<file path="config.mk">
export PLATFORM = sky130hd
export DESIGN_NAME = vpw_symbol_timing
export DESIGN_NICKNAME = d
export VERILOG_FILES = /design/src/shared/vpw_timing_pkg.sv /design/src/design/vpw_fifo.sv /design/src/design/vpw_symbol_timing.sv
export SDC_FILE = /design/constraint.sdc
export NUM_CORES = 1
export LEC_CHECK = 0
export ABC_AREA = 1
export BUFFER_PORTS_ARGS = -buffer_cell sky130_fd_sc_hd__buf_2
export CORE_MARGIN = 2
export CORE_UTILIZATION = 45
export CTS_CLUSTER_SIZE = 24
export DETAILED_ROUTE_END_ITERATION = 16
export SETUP_SLACK_MARGIN = 0.05
export SLEW_MARGIN = 20
export SYNTH_ARGS = -nofsm -noshare
export SYNTH_HDL_FRONTEND = slang
export SYNTH_HIERARCHICAL = 1
export SYNTH_SLANG_ARGS = --single-unit
</file>
<file path="constraint.sdc">
create_clock -name sys_clk_in -period 2.9 [get_ports sys_clk_in]
set_clock_uncertainty 0.2 [all_clocks]
set_input_delay 0.435 -clock sys_clk_in [delete_from_list [all_inputs] [get_ports sys_clk_in]]
set_output_delay 0.435 -clock sys_clk_in [all_outputs]
set_load 0.05 [all_outputs]
</file>
<file path="src/shared/vpw_timing_pkg.sv">
package vpw_timing_pkg;

	// =====================================================
	// link clock tick generation
	localparam int SYS_CLK_HZ = 100_000_000;
	localparam int LINK_SLOW_HZ = 1_000_000;
	localparam int LINK_FAST_HZ = 1_048_576;
	localparam int US_PER_S = 1_000_000;
	localparam int PHASE_W = 24;
	typedef logic [PHASE_W-1:0] phase_t;
	localparam phase_t PHASE_INC_SLOW = phase_t'((longint'(LINK_SLOW_HZ) << PHASE_W) / SYS_CLK_HZ);
	localparam phase_t PHASE_INC_FAST = phase_t'((longint'(LINK_FAST_HZ) << PHASE_W) / SYS_CLK_HZ);
	localparam phase_t PHASE_RESET = 24'h00_0000;
	// longest gap between two ticks, in system clock cycles
	localparam int TICK_GAP_MAX_CYC = SYS_CLK_HZ / LINK_SLOW_HZ + 1;

	// =====================================================
	// symbol lengths in microseconds
	localparam int LEN_W = 10;
	typedef logic [LEN_W-1:0] len_t;
	localparam len_t LEN_RESET = 10'h000;
	localparam int TX_SHORT_US = 64;
	localparam int TX_LONG_US = 128;
	localparam int TX_SOF_US = 200;
	localparam int TX_EOD_US = 200;
	localparam int TX_EOF_US = 280;
	localparam int TX_IFS_US = 300;
	localparam int RX_BIT_MIN_US = 34;
	localparam int RX_MID_US = 96;
	localparam int RX_SOF_MIN_US = 163;
	localparam int RX_EOF_MIN_US = 239;
	localparam int RX_EOF_MAX_US = 320;
	localparam int RX_BREAK_US = 280;

	// =====================================================
	// same lengths in link clock ticks, for each link rate
	localparam len_t TX_SHORT_SLOW = len_t'(TX_SHORT_US * LINK_SLOW_HZ / US_PER_S);
	localparam len_t TX_SHORT_FAST = len_t'((TX_SHORT_US * LINK_FAST_HZ + US_PER_S / 2) / US_PER_S);
	localparam len_t TX_LONG_SLOW = len_t'(TX_LONG_US * LINK_SLOW_HZ / US_PER_S);
	localparam len_t TX_LONG_FAST = len_t'((TX_LONG_US * LINK_FAST_HZ + US_PER_S / 2) / US_PER_S);
	localparam len_t TX_SOF_SLOW = len_t'(TX_SOF_US * LINK_SLOW_HZ / US_PER_S);
	localparam len_t TX_SOF_FAST = len_t'((TX_SOF_US * LINK_FAST_HZ + US_PER_S / 2) / US_PER_S);
	localparam len_t TX_EOD_SLOW = len_t'(TX_EOD_US * LINK_SLOW_HZ / US_PER_S);
	localparam len_t TX_EOD_FAST = len_t'((TX_EOD_US * LINK_FAST_HZ + US_PER_S / 2) / US_PER_S);
	localparam len_t TX_EOF_SLOW = len_t'(TX_EOF_US * LINK_SLOW_HZ / US_PER_S);
	localparam len_t TX_EOF_FAST = len_t'((TX_EOF_US * LINK_FAST_HZ + US_PER_S / 2) / US_PER_S);
	localparam len_t TX_IFS_SLOW = len_t'(TX_IFS_US * LINK_SLOW_HZ / US_PER_S);
	localparam len_t TX_IFS_FAST = len_t'((TX_IFS_US * LINK_FAST_HZ + US_PER_S / 2) / US_PER_S);
	localparam len_t RX_BIT_MIN_SLOW = len_t'(RX_BIT_MIN_US * LINK_SLOW_HZ / US_PER_S);
	localparam len_t RX_BIT_MIN_FAST = len_t'((RX_BIT_MIN_US * LINK_FAST_HZ + US_PER_S / 2) / US_PER_S);
	localparam len_t RX_MID_SLOW = len_t'(RX_MID_US * LINK_SLOW_HZ / US_PER_S);
	localparam len_t RX_MID_FAST = len_t'((RX_MID_US * LINK_FAST_HZ + US_PER_S / 2) / US_PER_S);
	localparam len_t RX_SOF_MIN_SLOW = len_t'(RX_SOF_MIN_US * LINK_SLOW_HZ / US_PER_S);
	localparam len_t RX_SOF_MIN_FAST = len_t'((RX_SOF_MIN_US * LINK_FAST_HZ + US_PER_S / 2) / US_PER_S);
	localparam len_t RX_EOF_MIN_SLOW = len_t'(RX_EOF_MIN_US * LINK_SLOW_HZ / US_PER_S);
	localparam len_t RX_EOF_MIN_FAST = len_t'((RX_EOF_MIN_US * LINK_FAST_HZ + US_PER_S / 2) / US_PER_S);
	localparam len_t RX_BREAK_SLOW = len_t'(RX_BREAK_US * LINK_SLOW_HZ / US_PER_S);
	localparam len_t RX_BREAK_FAST = len_t'((RX_BREAK_US * LINK_FAST_HZ + US_PER_S / 2) / US_PER_S);

	// =====================================================
	// transmit queue and transmitter states
	localparam int FIFO_WIDTH = 9;
	localparam int FIFO_DEPTH = 8;
	localparam logic [2:0] BIT_LAST = 3'h7;
	typedef enum logic [1:0]
	{
		TX_IDLE = 2'h0,
		TX_SOF = 2'h1,
		TX_BITS = 2'h3
	} tx_state_t;

endpackage

</file>
<file path="src/design/vpw_fifo.sv">
`timescale 1ns/1ps
`default_nettype none

module vpw_fifo #(
	parameter int WIDTH = 9,
	parameter int DEPTH = 8
) (
	input wire logic clk_in,
	input wire logic rst_in,
	input wire logic [WIDTH-1:0] in_data_in,
	input wire logic in_valid_in,
	output logic in_ready_out,
	output logic [WIDTH-1:0] out_data_out,
	output logic out_valid_out,
	input wire logic out_ready_in
);
	localparam int AW = $clog2(DEPTH);

	logic [WIDTH-1:0] mem [DEPTH];
	logic [AW:0] wr_ptr;
	logic [AW:0] rd_ptr;
	logic full;
	logic empty;

	assign empty = (wr_ptr == rd_ptr);
	assign full = (wr_ptr[AW] != rd_ptr[AW]) && (wr_ptr[AW-1:0] == rd_ptr[AW-1:0]);
	assign in_ready_out = !full;
	assign out_valid_out = !empty;
	assign out_data_out = mem[rd_ptr[AW-1:0]];

	always_ff @(posedge clk_in)
	begin
		if (in_valid_in && !full)
			mem[wr_ptr[AW-1:0]] <= in_data_in;
	end

	always_ff @(posedge clk_in)
	begin
		if (rst_in)
		begin
			wr_ptr <= '0;
			rd_ptr <= '0;
		end
		else
		begin
			if (in_valid_in && !full)
				wr_ptr <= wr_ptr + 1'b1;
			if (out_ready_in && !empty)
				rd_ptr <= rd_ptr + 1'b1;
		end
	end

endmodule

`default_nettype wire

</file>
<file path="src/design/vpw_symbol_timing.sv">
`timescale 1ns/1ps
`default_nettype none

module vpw_symbol_timing
	import vpw_timing_pkg::*;
(
	input wire logic sys_clk_in,
	input wire logic sys_rst_in,
	input wire logic link_freq_sel_in,
	input wire logic [7:0] tx_data_in,
	input wire logic tx_last_in,
	input wire logic tx_valid_in,
	output logic tx_ready_out,
	output logic bus_tx_pin_out,
	output logic tx_eod_out,
	output logic tx_eof_out,
	output logic tx_underrun_out,
	input wire logic bus_rx_pin_in,
	output logic [7:0] rx_byte_out,
	output logic rx_byte_valid_out,
	output logic rx_sof_out,
	output logic rx_eod_out,
	output logic rx_eof_out,
	output logic rx_break_out,
	output logic rx_error_out
);

	// =====================================================
	// link clock tick
	phase_t phase;
	logic tick;
	logic [PHASE_W:0] phase_sum;

	assign phase_sum = {1'b0, phase} + {1'b0, (link_freq_sel_in ? PHASE_INC_FAST : PHASE_INC_SLOW)};

	always_ff @(posedge sys_clk_in)
	begin
		if (sys_rst_in)
		begin
			phase <= PHASE_RESET;
			tick <= 1'b0;
		end
		else
		begin
			phase <= phase_sum[PHASE_W-1:0];
			tick <= phase_sum[PHASE_W];
		end
	end

	len_t lim_short, lim_long, lim_sof, lim_eod, lim_eof, lim_ifs;
	len_t lim_bit_min, lim_mid, lim_sof_min, lim_eof_min, lim_break;

	always_comb
	begin
		lim_short = link_freq_sel_in ? TX_SHORT_FAST : TX_SHORT_SLOW;
		lim_long = link_freq_sel_in ? TX_LONG_FAST : TX_LONG_SLOW;
		lim_sof = link_freq_sel_in ? TX_SOF_FAST : TX_SOF_SLOW;
		lim_eod = link_freq_sel_in ? TX_EOD_FAST : TX_EOD_SLOW;
		lim_eof = link_freq_sel_in ? TX_EOF_FAST : TX_EOF_SLOW;
		lim_ifs = link_freq_sel_in ? TX_IFS_FAST : TX_IFS_SLOW;
		lim_bit_min = link_freq_sel_in ? RX_BIT_MIN_FAST : RX_BIT_MIN_SLOW;
		lim_mid = link_freq_sel_in ? RX_MID_FAST : RX_MID_SLOW;
		lim_sof_min = link_freq_sel_in ? RX_SOF_MIN_FAST : RX_SOF_MIN_SLOW;
		lim_eof_min = link_freq_sel_in ? RX_EOF_MIN_FAST : RX_EOF_MIN_SLOW;
		lim_break = link_freq_sel_in ? RX_BREAK_FAST : RX_BREAK_SLOW;
	end

	// =====================================================
	// transmit queue
	logic [FIFO_WIDTH-1:0] q_data;
	logic q_valid;
	logic q_pop;

	vpw_fifo #(.WIDTH(FIFO_WIDTH), .DEPTH(FIFO_DEPTH)) tx_queue (
		.clk_in(sys_clk_in),
		.rst_in(sys_rst_in),
		.in_data_in({tx_last_in, tx_data_in}),
		.in_valid_in(tx_valid_in),
		.in_ready_out(tx_ready_out),
		.out_data_out(q_data),
		.out_valid_out(q_valid),
		.out_ready_in(q_pop)
	);

	// =====================================================
	// transmitter
	tx_state_t tx_state;
	len_t sym_cnt;
	len_t gap_cnt;
	len_t sym_len;
	logic [7:0] tx_shift;
	logic [2:0] bit_idx;
	logic tx_last;
	logic eof_pend;
	logic sym_end;

	// active bits: one is short; passive bits: zero is short
	assign sym_len = (tx_state == TX_SOF) ? lim_sof :
		((tx_shift[7] ^ bit_idx[0]) ? lim_long : lim_short);
	assign sym_end = tick && (sym_cnt + 1'b1 == sym_len);
	assign q_pop = sym_end && q_valid && ((tx_state == TX_SOF) || (bit_idx == BIT_LAST && !tx_last));

	always_ff @(posedge sys_clk_in)
	begin
		if (sys_rst_in)
		begin
			tx_state <= TX_IDLE;
			bus_tx_pin_out <= 1'b0;
			sym_cnt <= LEN_RESET;
			tx_shift <= 8'h00;
			bit_idx <= 3'h0;
			tx_last <= 1'b0;
			tx_underrun_out <= 1'b0;
		end
		else
		begin
			tx_underrun_out <= 1'b0;
			if (tx_state != TX_IDLE && tick)
				sym_cnt <= sym_cnt + 1'b1;
			unique case (tx_state)
				TX_IDLE:
				begin
					if (tick && q_valid && !eof_pend && gap_cnt + 1'b1 >= lim_ifs)
					begin
						tx_state <= TX_SOF;
						bus_tx_pin_out <= 1'b1;
						sym_cnt <= LEN_RESET;
					end
				end
				TX_SOF, TX_BITS:
				begin
					if (sym_end)
					begin
						sym_cnt <= LEN_RESET;
						if (tx_state == TX_BITS && bit_idx != BIT_LAST)
						begin
							bit_idx <= bit_idx + 1'b1;
							tx_shift <= {tx_shift[6:0], 1'b0};
							bus_tx_pin_out <= !bit_idx[0];
						end
						else if ((tx_state == TX_SOF || !tx_last) && q_valid)
						begin
							tx_state <= TX_BITS;
							tx_shift <= q_data[7:0];
							tx_last <= q_data[8];
							bit_idx <= 3'h0;
							bus_tx_pin_out <= 1'b0;
						end
						else
						begin
							tx_state <= TX_IDLE;
							bus_tx_pin_out <= 1'b0;
							tx_underrun_out <= !(tx_state == TX_BITS && tx_last);
						end
					end
				end
				default:
				begin
					tx_state <= TX_IDLE;
					bus_tx_pin_out <= 1'b0;
				end
			endcase
		end
	end

	// passive time since the last active symbol ended
	always_ff @(posedge sys_clk_in)
	begin
		if (sys_rst_in)
		begin
			gap_cnt <= LEN_RESET;
			eof_pend <= 1'b0;
			tx_eod_out <= 1'b0;
			tx_eof_out <= 1'b0;
		end
		else
		begin
			tx_eod_out <= eof_pend && tick && (gap_cnt + 1'b1 == lim_eod);
			tx_eof_out <= eof_pend && tick && (gap_cnt + 1'b1 == lim_eof);
			if (bus_tx_pin_out)
			begin
				gap_cnt <= LEN_RESET;
				eof_pend <= 1'b1;
			end
			else if (tick && gap_cnt != lim_ifs)
				gap_cnt <= gap_cnt + 1'b1;
			if (!bus_tx_pin_out && tick && (gap_cnt + 1'b1 == lim_eof))
				eof_pend <= 1'b0;
		end
	end

	// =====================================================
	// receiver
	logic rx_s1, rx_s2, rx_s3;
	logic rx_level;
	logic rx_edge;
	len_t rx_len;
	logic rx_bit_ev;
	logic rx_bit_val;
	logic rx_in_frame;
	logic [2:0] rx_bit_cnt;
	logic [7:0] rx_shift;

	always_ff @(posedge sys_clk_in)
	begin
		if (sys_rst_in)
		begin
			rx_s1 <= 1'b0;
			rx_s2 <= 1'b0;
			rx_s3 <= 1'b0;
			rx_level <= 1'b0;
		end
		else
		begin
			rx_s1 <= bus_rx_pin_in;
			rx_s2 <= rx_s1;
			rx_s3 <= rx_s2;
			if (rx_s2 == rx_s3)
				rx_level <= rx_s3;
		end
	end

	assign rx_edge = (rx_s2 == rx_s3) && (rx_s3 != rx_level);

	// pulse length in link ticks, saturating
	always_ff @(posedge sys_clk_in)
	begin
		if (sys_rst_in)
			rx_len <= LEN_RESET;
		else if (rx_edge)
			rx_len <= LEN_RESET;
		else if (tick && rx_len != '1)
			rx_len <= rx_len + 1'b1;
	end

	always_ff @(posedge sys_clk_in)
	begin
		if (sys_rst_in)
		begin
			rx_bit_ev <= 1'b0;
			rx_bit_val <= 1'b0;
			rx_sof_out <= 1'b0;
			rx_eod_out <= 1'b0;
			rx_eof_out <= 1'b0;
			rx_break_out <= 1'b0;
			rx_error_out <= 1'b0;
		end
		else
		begin
			rx_bit_ev <= 1'b0;
			rx_sof_out <= 1'b0;
			rx_eod_out <= 1'b0;
			rx_eof_out <= 1'b0;
			rx_break_out <= 1'b0;
			rx_error_out <= 1'b0;
			if (rx_edge)
			begin
				if (rx_len < lim_bit_min)
					rx_error_out <= 1'b1;
				else if (rx_len < lim_mid)
				begin
					rx_bit_ev <= 1'b1;
					rx_bit_val <= rx_level;
				end
				else if (rx_len < lim_sof_min)
				begin
					rx_bit_ev <= 1'b1;
					rx_bit_val <= !rx_level;
				end
				else if (rx_len < lim_eof_min)
				begin
					rx_sof_out <= rx_level;
					rx_eod_out <= !rx_level;
				end
				else if (rx_level && rx_len < lim_break)
					rx_error_out <= 1'b1;
			end
			else if (tick && rx_len + 1'b1 == lim_eof_min && !rx_level)
				rx_eof_out <= 1'b1;
			else if (tick && rx_len + 1'b1 == lim_break && rx_level)
				rx_break_out <= 1'b1;
		end
	end

	// frame tracking and byte assembly
	always_ff @(posedge sys_clk_in)
	begin
		if (sys_rst_in)
		begin
			rx_in_frame <= 1'b0;
			rx_bit_cnt <= 3'h0;
			rx_shift <= 8'h00;
			rx_byte_out <= 8'h00;
			rx_byte_valid_out <= 1'b0;
		end
		else
		begin
			rx_byte_valid_out <= 1'b0;
			if (rx_sof_out)
			begin
				rx_in_frame <= 1'b1;
				rx_bit_cnt <= 3'h0;
			end
			else if (rx_error_out || rx_break_out || rx_eof_out)
				rx_in_frame <= 1'b0;
			else if (rx_bit_ev && rx_in_frame)
			begin
				rx_shift <= {rx_shift[6:0], rx_bit_val};
				rx_bit_cnt <= rx_bit_cnt + 1'b1;
				if (rx_bit_cnt == BIT_LAST)
				begin
					rx_byte_out <= {rx_shift[6:0], rx_bit_val};
					rx_byte_valid_out <= 1'b1;
				end
			end
		end
	end

	// =====================================================
	// checks
	len_t tx_obs_len;
	logic tx_prev;

	always_ff @(posedge sys_clk_in)
	begin
		if (sys_rst_in)
		begin
			tx_obs_len <= LEN_RESET;
			tx_prev <= 1'b0;
		end
		else
		begin
			tx_prev <= bus_tx_pin_out;
			if (tx_prev != bus_tx_pin_out)
				tx_obs_len <= LEN_RESET;
			else if (tick && tx_obs_len != '1)
				tx_obs_len <= tx_obs_len + 1'b1;
		end
	end
endmodule

`default_nettype wire

</file>
# After elaboration in Yosys (flattened, before gate mapping)
# Memory sizes are Yosys's and may differ from the RTL's. A register that Yosys moved wholly into a read port is not among the register bits.
# Cells that the tools add are included.
# Widths: inputs -> output; s select.
[totals] regBits=113 mem_bits_rw=72 input_bits=14 output_inout_bits=19 word_cells=188 n_memories=1
[op_classes] add_sub_neg=8 order_cmp=6 n_eq_ne=20 n_mux=47 bitwise_logic=10 reduce_logical=64
[mem_list] name="tx_queue.mem" words=8 word_bits=9 rd=1 rd_ports_with_merged_regs=1 wr=1 line="vpw_fifo.sv:19" rtl="logic [WIDTH-1:0] mem [DEPTH];"
[ops] op="$mux 8" count=4
[ops] op="$add 10x1->10 const B" count=3
[ops] op="$eq 10x8->1" count=3
[ops] op="$mux 10" count=3
[ops] op="$logic_and 1x1->1" count=28
[ops] op="$add 24x18->25" count=1
[ops] op="$mux 3" count=7
[ops] op="$eq 10x9->1" count=2
[ops] op="$lt 10x8->1" count=2
[ops] op="$pmux 10 s2" count=1
[ops] op="$mux 1" count=19
[ops] op="$mux 5" count=3
[ops] op="$mux 14" count=1
[ops] op="$reduce_and 3->1" count=4
[ops] op="$reduce_or 2->1" count=6
[ops] op="$ge 10x9->1" count=1
[ops] op="$lt 10x6->1" count=1
[ops] op="$lt 10x7->1" count=1
[ops] op="$lt 10x9->1" count=1
[ops] op="$mux 2" count=5
[ops] op="$ne 10x10->1 const B" count=1
[ops] op="$ne 10x9->1" count=1
[ops] op="$not 1->1" count=9
[ops] op="$add 4x1->4 const B" count=2
[ops] op="25 further kinds" count=46

# Depth between registers and ports, before layout
[depth] word_depth=10 ltp_mapped=17 ltp_nobuf=16

# Cells and area by module
# The synthesis kept the hierarchy.
[by_module_without_submodules] mod="vpw_symbol_timing" n_inst=1 cells_per_inst=894 area_per_inst_um2=5972.0 seq_area_each_um2=2102.0
[by_module_without_submodules] mod="vpw_fifo" n_inst=1 cells_per_inst=276 area_per_inst_um2=3434.5 seq_area_each_um2=2382.3

# Worst setup path after synthesis
# OpenSTA, ideal clock, no wires.
[synth_timing] kind="reg2reg" startpoint="register sym_cnt[0]" endpoint="register tx_queue.rd_ptr[3]" setup_time_ns=0.115 t_arrival_ns=2.155 t_required_ns=2.585 path_slack_ns=0.430 path_stages_with_launch=16 n_path_buf=0 synth_period_minus_slack_ns=2.470 cell_sequence="dfxtp_1 > ha_1 > xnor2_1 > inv_1 > nand2_1 > nand2_1 > nor2_2 > nand2_2 > nor2_4 > nand3_2 > nor3_1 > nand3_1 > nor2_1 > nand3_1 > nand2_1 > nor2_1"
[synth_between] elab_chain_len=6
[synth_lines] element="from (decl)" line="vpw_symbol_timing.sv:88" rtl="len_t sym_cnt;"
[synth_lines] element="from (signal assigned)" line="vpw_symbol_timing.sv:119" rtl="sym_cnt <= sym_cnt + 1'b1;"
[synth_lines] element="$add 10x1->10" line="vpw_symbol_timing.sv:100" rtl="assign sym_end = tick && (sym_cnt + 1'b1 == sym_len);"
[synth_lines] element="$eq 10x8->1" line="vpw_symbol_timing.sv:100"
[synth_lines] element="$logic_and 1x1->1" line="vpw_symbol_timing.sv:100"
[synth_lines] element="$logic_and 1x1->1 (2 in a row)" line="vpw_symbol_timing.sv:101" rtl="assign q_pop = sym_end && q_valid && ((tx_state == TX_SOF) || (bit_idx == BIT_LAST && !tx_last));"
[synth_lines] element="named net q_pop" line="vpw_symbol_timing.sv:72" rtl="logic q_pop;"
[synth_lines] element="$logic_and 1x1->1" line="vpw_fifo.sv:48" rtl="if (out_ready_in && !empty)"
[synth_lines] element="to (signal assigned)" line="vpw_fifo.sv:49" rtl="rd_ptr <= rd_ptr + 1'b1;"
[synth_lines] element="to (decl)" line="vpw_fifo.sv:21" rtl="logic [AW:0] rd_ptr;"
# The timed path passes the listed nets, and every way through them passes these cells.
# A chain may end at the register's enable or synchronous reset.

# Worst setup path after layout
[layout_timing] startpoint="register sym_cnt[1]" endpoint="register tx_queue.rd_ptr[3]"
# The elaborated chain is that of the path after synthesis.

==> qor_table.md <==
| Step | Result | Value |
|:---|:---|:---|
| placed design | Port buffer count | 32 |
| synth | Post-synthesis compound-gate area fraction | 11.65% |
| clock network | Depth of the CTS H-tree | 4 |
| worst setup path | Critical path endpoint category | flip-flop |
| finish | Sequential cell area | 0.004486 mm2 |
| clock network | Clk pin slew, worst setup/hold paths | 0.09 ns |
| drt | Routed via count | 7,548 |
| clock network | Worst-skew pair later-pin latency | 0.44 ns |
| finish | Layout Nets | 1,260 |
| clock network | Clock sink count | 188 |
| worst hold path | Count of cells along the worst hold path | 1 |
| floorplanning | Die width | 148.6 um |
| worst hold path | Hold/Removal Path Class | in2reg |
| finish | Inserted Diodes | 0 |
| global route | Number of antenna violations at the first check in global routing | 0 |
| drt | Initial detailed-routing violation count | 432 |
| worst setup path | Required time at the worst-slack endpoint | 3.04 ns |
| outcome | Outcome | complete, no violations |
| global route | Wire length of the first global-routing pass | 34.11 mm |
| finish | Fraction of layout instances using a drive strength above 1 | 12.10% |
| timing | Pins Over Slew Limit | 0 |
| synth | Area leader, netlist | sky130_fd_sc_hd__dfxtp_1 |
| synth | Number of enable-type register cells in the synthesized netlist | 72 |
| worst setup path | Kind of launch point of the worst setup path | flip-flop |
| finish | Area of combinational cells with multiple inputs | 0.004295 mm2 |
| drt | Total DRC errors in the routed layout | 0 |
| placed design | HPWL after detailed placement | 14.29 mm |
| global route | Leftover overflow at the end of global routing | 0 |
| synth | Gate count of the mapped netlist | 1,170 |
| worst setup path | Start-to-end type of the worst setup path | reg2reg |
| synth | Portion of the post-synthesis area used by sequential elements | 47.67% |
| synth | Synth Flop Type | sky130_fd_sc_hd__dfxtp_1 |
| worst setup path | Worst Path Arrival | 2.72 ns |
| clock network | Clock tree from TritonCTS | yes |
| floorplanning | Total Die Area | 0.02208 mm2 |
| floorplanning | Die Ht | 148.6 um |
| global route | GRT Total Usage | 19.06% |
| synth | Netlist cell types | 52 |
| power and ir drop | Pleak | 4.436 nW |
| worst setup path | Largest fanout of any net on the critical path | 6 |
| synth | Number of nets produced by synthesis | 1,212 |
| synth | Mean instance size in the synthesized netlist | 8.040 um2 |
| drt | Mean number of vias per cell | 5.029 |
| global route | Vias in the first global route | 7,017 |
| synth | Arithmetic-cell share of the synthesized area counting full adders, half adders and majority gates | 3.724% |
| floorplanning | Count of boundary I/O pins | 33 |
| placed design | Final RePlAce weighted congestion | 0.8390 |
| timing | Unrepaired setup endpoints after global routing | no |
| finish | Layout fillers | 1,951 |
| timing | Fin crit share | 89.18% |
| worst setup path | Depth of the worst register-to-register path | 15 |
| synth | Synth warnings | 6 |
| power and ir drop | Maximum vdd ir drop | 0.4193 mV |
| clock network | Maximum clock path buffer count | 2 |
| synth | Synth top area cells | sky130_fd_sc_hd__dfxtp_1, sky130_fd_sc_hd__edfxtp_1, sky130_fd_sc_hd__nand2_1, sky130_fd_sc_hd__nor2_1, sky130_fd_sc_hd__inv_1 |
| drt | Count of TritonRoute iterations in the first routing pass | 5 |
| finish | Filler-free cell count of the finished design | 1,501 |
| synth | Mux share of post-synthesis cell area | 2.022% |
| synth | Total standard cell area after synthesis | 0.009407 mm2 |
| clock network | Root buffer selected by CTS | sky130_fd_sc_hd__clkbuf_16 |
| timing | Setup TNS Final | 0 ns |
| timing | Final hold violations | 0 |
| clock network | CTS buffer count | 17 |
| flow run | Max-cap violation count | 0 |
| timing | Setup violations, final | 0 |
| floorplanning | Initial core utilization | 46.19% |
| synth | Share of synthesized cell area in and, or, nand and nor gates | 26.79% |
| drt | Detail-routed net length per standard cell | 13.35 um |
| global route | Maximum number of pins on one net before global-route repair | 44 |
| floorplanning | Number of placement rows | 52 |
| timing | Shortest clock period the worst path allows after layout | 2.586 ns |
| drt | Number of routed nets with antenna violations | 0 |
| floorplanning | CORE AREA | 0.02036 mm2 |
| synth | Top-area cell type share of the netlist area | 24.69% |
| synth | Share of synthesized flip-flops with an asynchronous set or reset | 0% |
| timing | Achievable clock frequency | 0.3867 GHz |
| finish | Core Util, Final | 51.95% |
| synth | XOR/XNOR Fraction of Synth Area | 1.476% |
| synth | Number of storage elements in the synthesis netlist | 188 |
| timing | Slew headroom | 62.85% |
| power and ir drop | Power Density | 583.4 mW/mm2 |
| synth | Largest family of logic cells by synthesized area | simple AND/OR/NAND/NOR gates |
| timing | Transition time of the tightest slew-check pin | 0.5553 ns |
| finish | Synthesis-to-layout area growth | 12.46% |
| drt | Final wirelength | 20.04 mm |
| placed design | Placed cell count | 1,468 |
-- per-stage QoR --
step	setup slack, ns	hold WS [ns]	cell area (um2)	power, mW
global placement	0.3225	0.2047	9935	3.772
finish	0.3139	0.06118	10580	6.172
CTS	0.2526	0.05240	10580	6.226
detailed placement	0.2824	0.2068	9935	3.778
floorplan	0.4297	0.1883	9407	3.581
global route	0.07505	0.04982	10580	6.487
-- cells in the mapped netlist, types with 2 or more instances --
| library cell | count |
|---|---|
| sky130_fd_sc_hd__nand2_1 | 253 |
| sky130_fd_sc_hd__nor2_1 | 169 |
| sky130_fd_sc_hd__dfxtp_1 | 116 |
| sky130_fd_sc_hd__inv_1 | 116 |
| sky130_fd_sc_hd__o21ai_0 | 85 |
| sky130_fd_sc_hd__edfxtp_1 | 72 |
| sky130_fd_sc_hd__a21oi_1 | 66 |
| sky130_fd_sc_hd__nand3_1 | 58 |
| sky130_fd_sc_hd__ha_1 | 28 |
| sky130_fd_sc_hd__nor3_1 | 21 |
| sky130_fd_sc_hd__mux2i_1 | 19 |
| sky130_fd_sc_hd__o22ai_1 | 18 |
| sky130_fd_sc_hd__nand4_1 | 17 |
| sky130_fd_sc_hd__nor2_2 | 17 |
| sky130_fd_sc_hd__clkbuf_1 | 14 |
| sky130_fd_sc_hd__xor2_1 | 13 |
| sky130_fd_sc_hd__nand2_2 | 11 |
| sky130_fd_sc_hd__inv_2 | 7 |
| sky130_fd_sc_hd__buf_2 | 5 |
| sky130_fd_sc_hd__a31oi_1 | 4 |
| sky130_fd_sc_hd__buf_4 | 4 |
| sky130_fd_sc_hd__clkinv_1 | 4 |
| sky130_fd_sc_hd__nand3_2 | 4 |
| sky130_fd_sc_hd__a211oi_1 | 3 |
| sky130_fd_sc_hd__buf_6 | 3 |
| sky130_fd_sc_hd__nor2_4 | 3 |
| sky130_fd_sc_hd__o2111ai_1 | 3 |
| sky130_fd_sc_hd__o21a_1 | 3 |
| sky130_fd_sc_hd__or2_2 | 3 |
| sky130_fd_sc_hd__a21oi_4 | 2 |
| sky130_fd_sc_hd__a31o_2 | 2 |
| sky130_fd_sc_hd__nand3b_1 | 2 |
| sky130_fd_sc_hd__nand4_4 | 2 |
| sky130_fd_sc_hd__nor3_4 | 2 |
| sky130_fd_sc_hd__nor4_1 | 2 |
| sky130_fd_sc_hd__o211ai_1 | 2 |
| sky130_fd_sc_hd__o31ai_1 | 2 |
-- routing by layer --
layer  vias up  GRT usage [%]  share of wire (%)
met2       133          30.35                 44
met5         -              0                  0
met1      3416          27.10                 51
li1       3981              -                  -
met4         0          4.810                1.3
met3        18          3.252                4.1
-- cell type report --
cell class                      count  share of cell area, %
Multi-Input combinational cell    827                  40.60
Timing Repair Buffer               57                  3.312
Clock buffer                       17                  4.021
Inverter                          127                  4.506
Clock inverter                     15                  1.963
Sequential cell                   188                  42.40
Tap cell                          270                  3.193
-- cell usage in the layout (no fill, tap or decap), types with 3 or more instances in the layout --
cell,n
sky130_fd_sc_hd__a211oi_1,3
sky130_fd_sc_hd__a21oi_1,66
sky130_fd_sc_hd__a31oi_1,4
sky130_fd_sc_hd__buf_2,32
sky130_fd_sc_hd__buf_4,24
sky130_fd_sc_hd__clkbuf_16,17
sky130_fd_sc_hd__clkinv_1,4
sky130_fd_sc_hd__clkinv_8,3
sky130_fd_sc_hd__dfxtp_1,115
sky130_fd_sc_hd__edfxtp_1,72
sky130_fd_sc_hd__ha_1,28
sky130_fd_sc_hd__inv_1,116
sky130_fd_sc_hd__inv_12,4
sky130_fd_sc_hd__inv_2,7
sky130_fd_sc_hd__inv_8,5
sky130_fd_sc_hd__mux2i_1,19
sky130_fd_sc_hd__nand2_1,253
sky130_fd_sc_hd__nand2_2,11
sky130_fd_sc_hd__nand3_1,58
sky130_fd_sc_hd__nand3_2,4
sky130_fd_sc_hd__nand4_1,17
sky130_fd_sc_hd__nor2_1,169
sky130_fd_sc_hd__nor2_2,17
sky130_fd_sc_hd__nor2_4,3
sky130_fd_sc_hd__nor3_1,21
sky130_fd_sc_hd__o2111ai_1,3
sky130_fd_sc_hd__o21a_1,3
sky130_fd_sc_hd__o21ai_0,85
sky130_fd_sc_hd__o22ai_1,18
sky130_fd_sc_hd__or2_2,3
sky130_fd_sc_hd__xor2_1,13
-- kinds of logic after synthesis --
logic type      after synthesis
compound gates              195
fa+ha+maj                    28
mux                          19
xor+xnor                     15
flops                       188
simple gates                570
buf+inv                     155
-- sequential cells by signal, indices dropped and copies added (netlist names), 2 cells and up, named ones only --
register and flops:
tx_queue/mem 72, rx_byte_out 8, bit_idx 3, tx_queue/wr_ptr 4, phase 24, rx_len 10
tx_shift 8, tx_queue/rd_ptr 4, rx_shift 7, gap_cnt 10, tx_state 2, sym_cnt 10
rx_bit_cnt 3
-- final timing paths --
| check | start | endpoint | slack [ns] |
|---|---|---|---|
| max reg2reg | sym_cnt[1]$_SDFF_PP0_ | tx_queue/rd_ptr[3]$_SDFFE_PP0P_ | 0.31 |
| min | tx_data_in[5] | tx_queue/mem[3][5]$_DFFE_PP_ | 0.06 |
| min reg2reg | rx_s1$_SDFF_PP0_ | rx_s2$_SDFF_PP0_ | 0.22 |
| max | sym_cnt[1]$_SDFF_PP0_ | tx_queue/rd_ptr[3]$_SDFFE_PP0P_ | 0.31 |
-- timing repair --
item,in CTS,in global routing
hold endpoints to repair,1,0
buffers inserted,0,0
setup endpoints to repair,0,1
hold buffers,1,0
gates resized for setup,0,1
-- critical path, stage by stage (launching register included) --
cell	delay (ns)
sky130_fd_sc_hd__dfxtp_1	0.41
sky130_fd_sc_hd__ha_1	0.27
sky130_fd_sc_hd__nand3_1	0.12
sky130_fd_sc_hd__inv_1	0.11
sky130_fd_sc_hd__nand3_1	0.08
sky130_fd_sc_hd__nand2_1	0.10
sky130_fd_sc_hd__nand2_1	0.10
sky130_fd_sc_hd__nor2_4	0.21
sky130_fd_sc_hd__nand3_2	0.15
sky130_fd_sc_hd__nor3_1	0.16
sky130_fd_sc_hd__buf_4	0.18
sky130_fd_sc_hd__nand3_1	0.08
sky130_fd_sc_hd__nor2_1	0.13
sky130_fd_sc_hd__nand3_1	0.09
sky130_fd_sc_hd__nand2_1	0.06
sky130_fd_sc_hd__nor2_1	0.04
-- report_power, final --
| part | internal [mW] | switching [mW] |
|---|---|---|
| registers | 2.85 | 0.101 |
| clock network | 1.21 | 1.24 |
| logic | 0.248 | 0.522 |
| total | 4.31 | 1.86 |
Note: power is estimated with default switching activity, not from simulation.
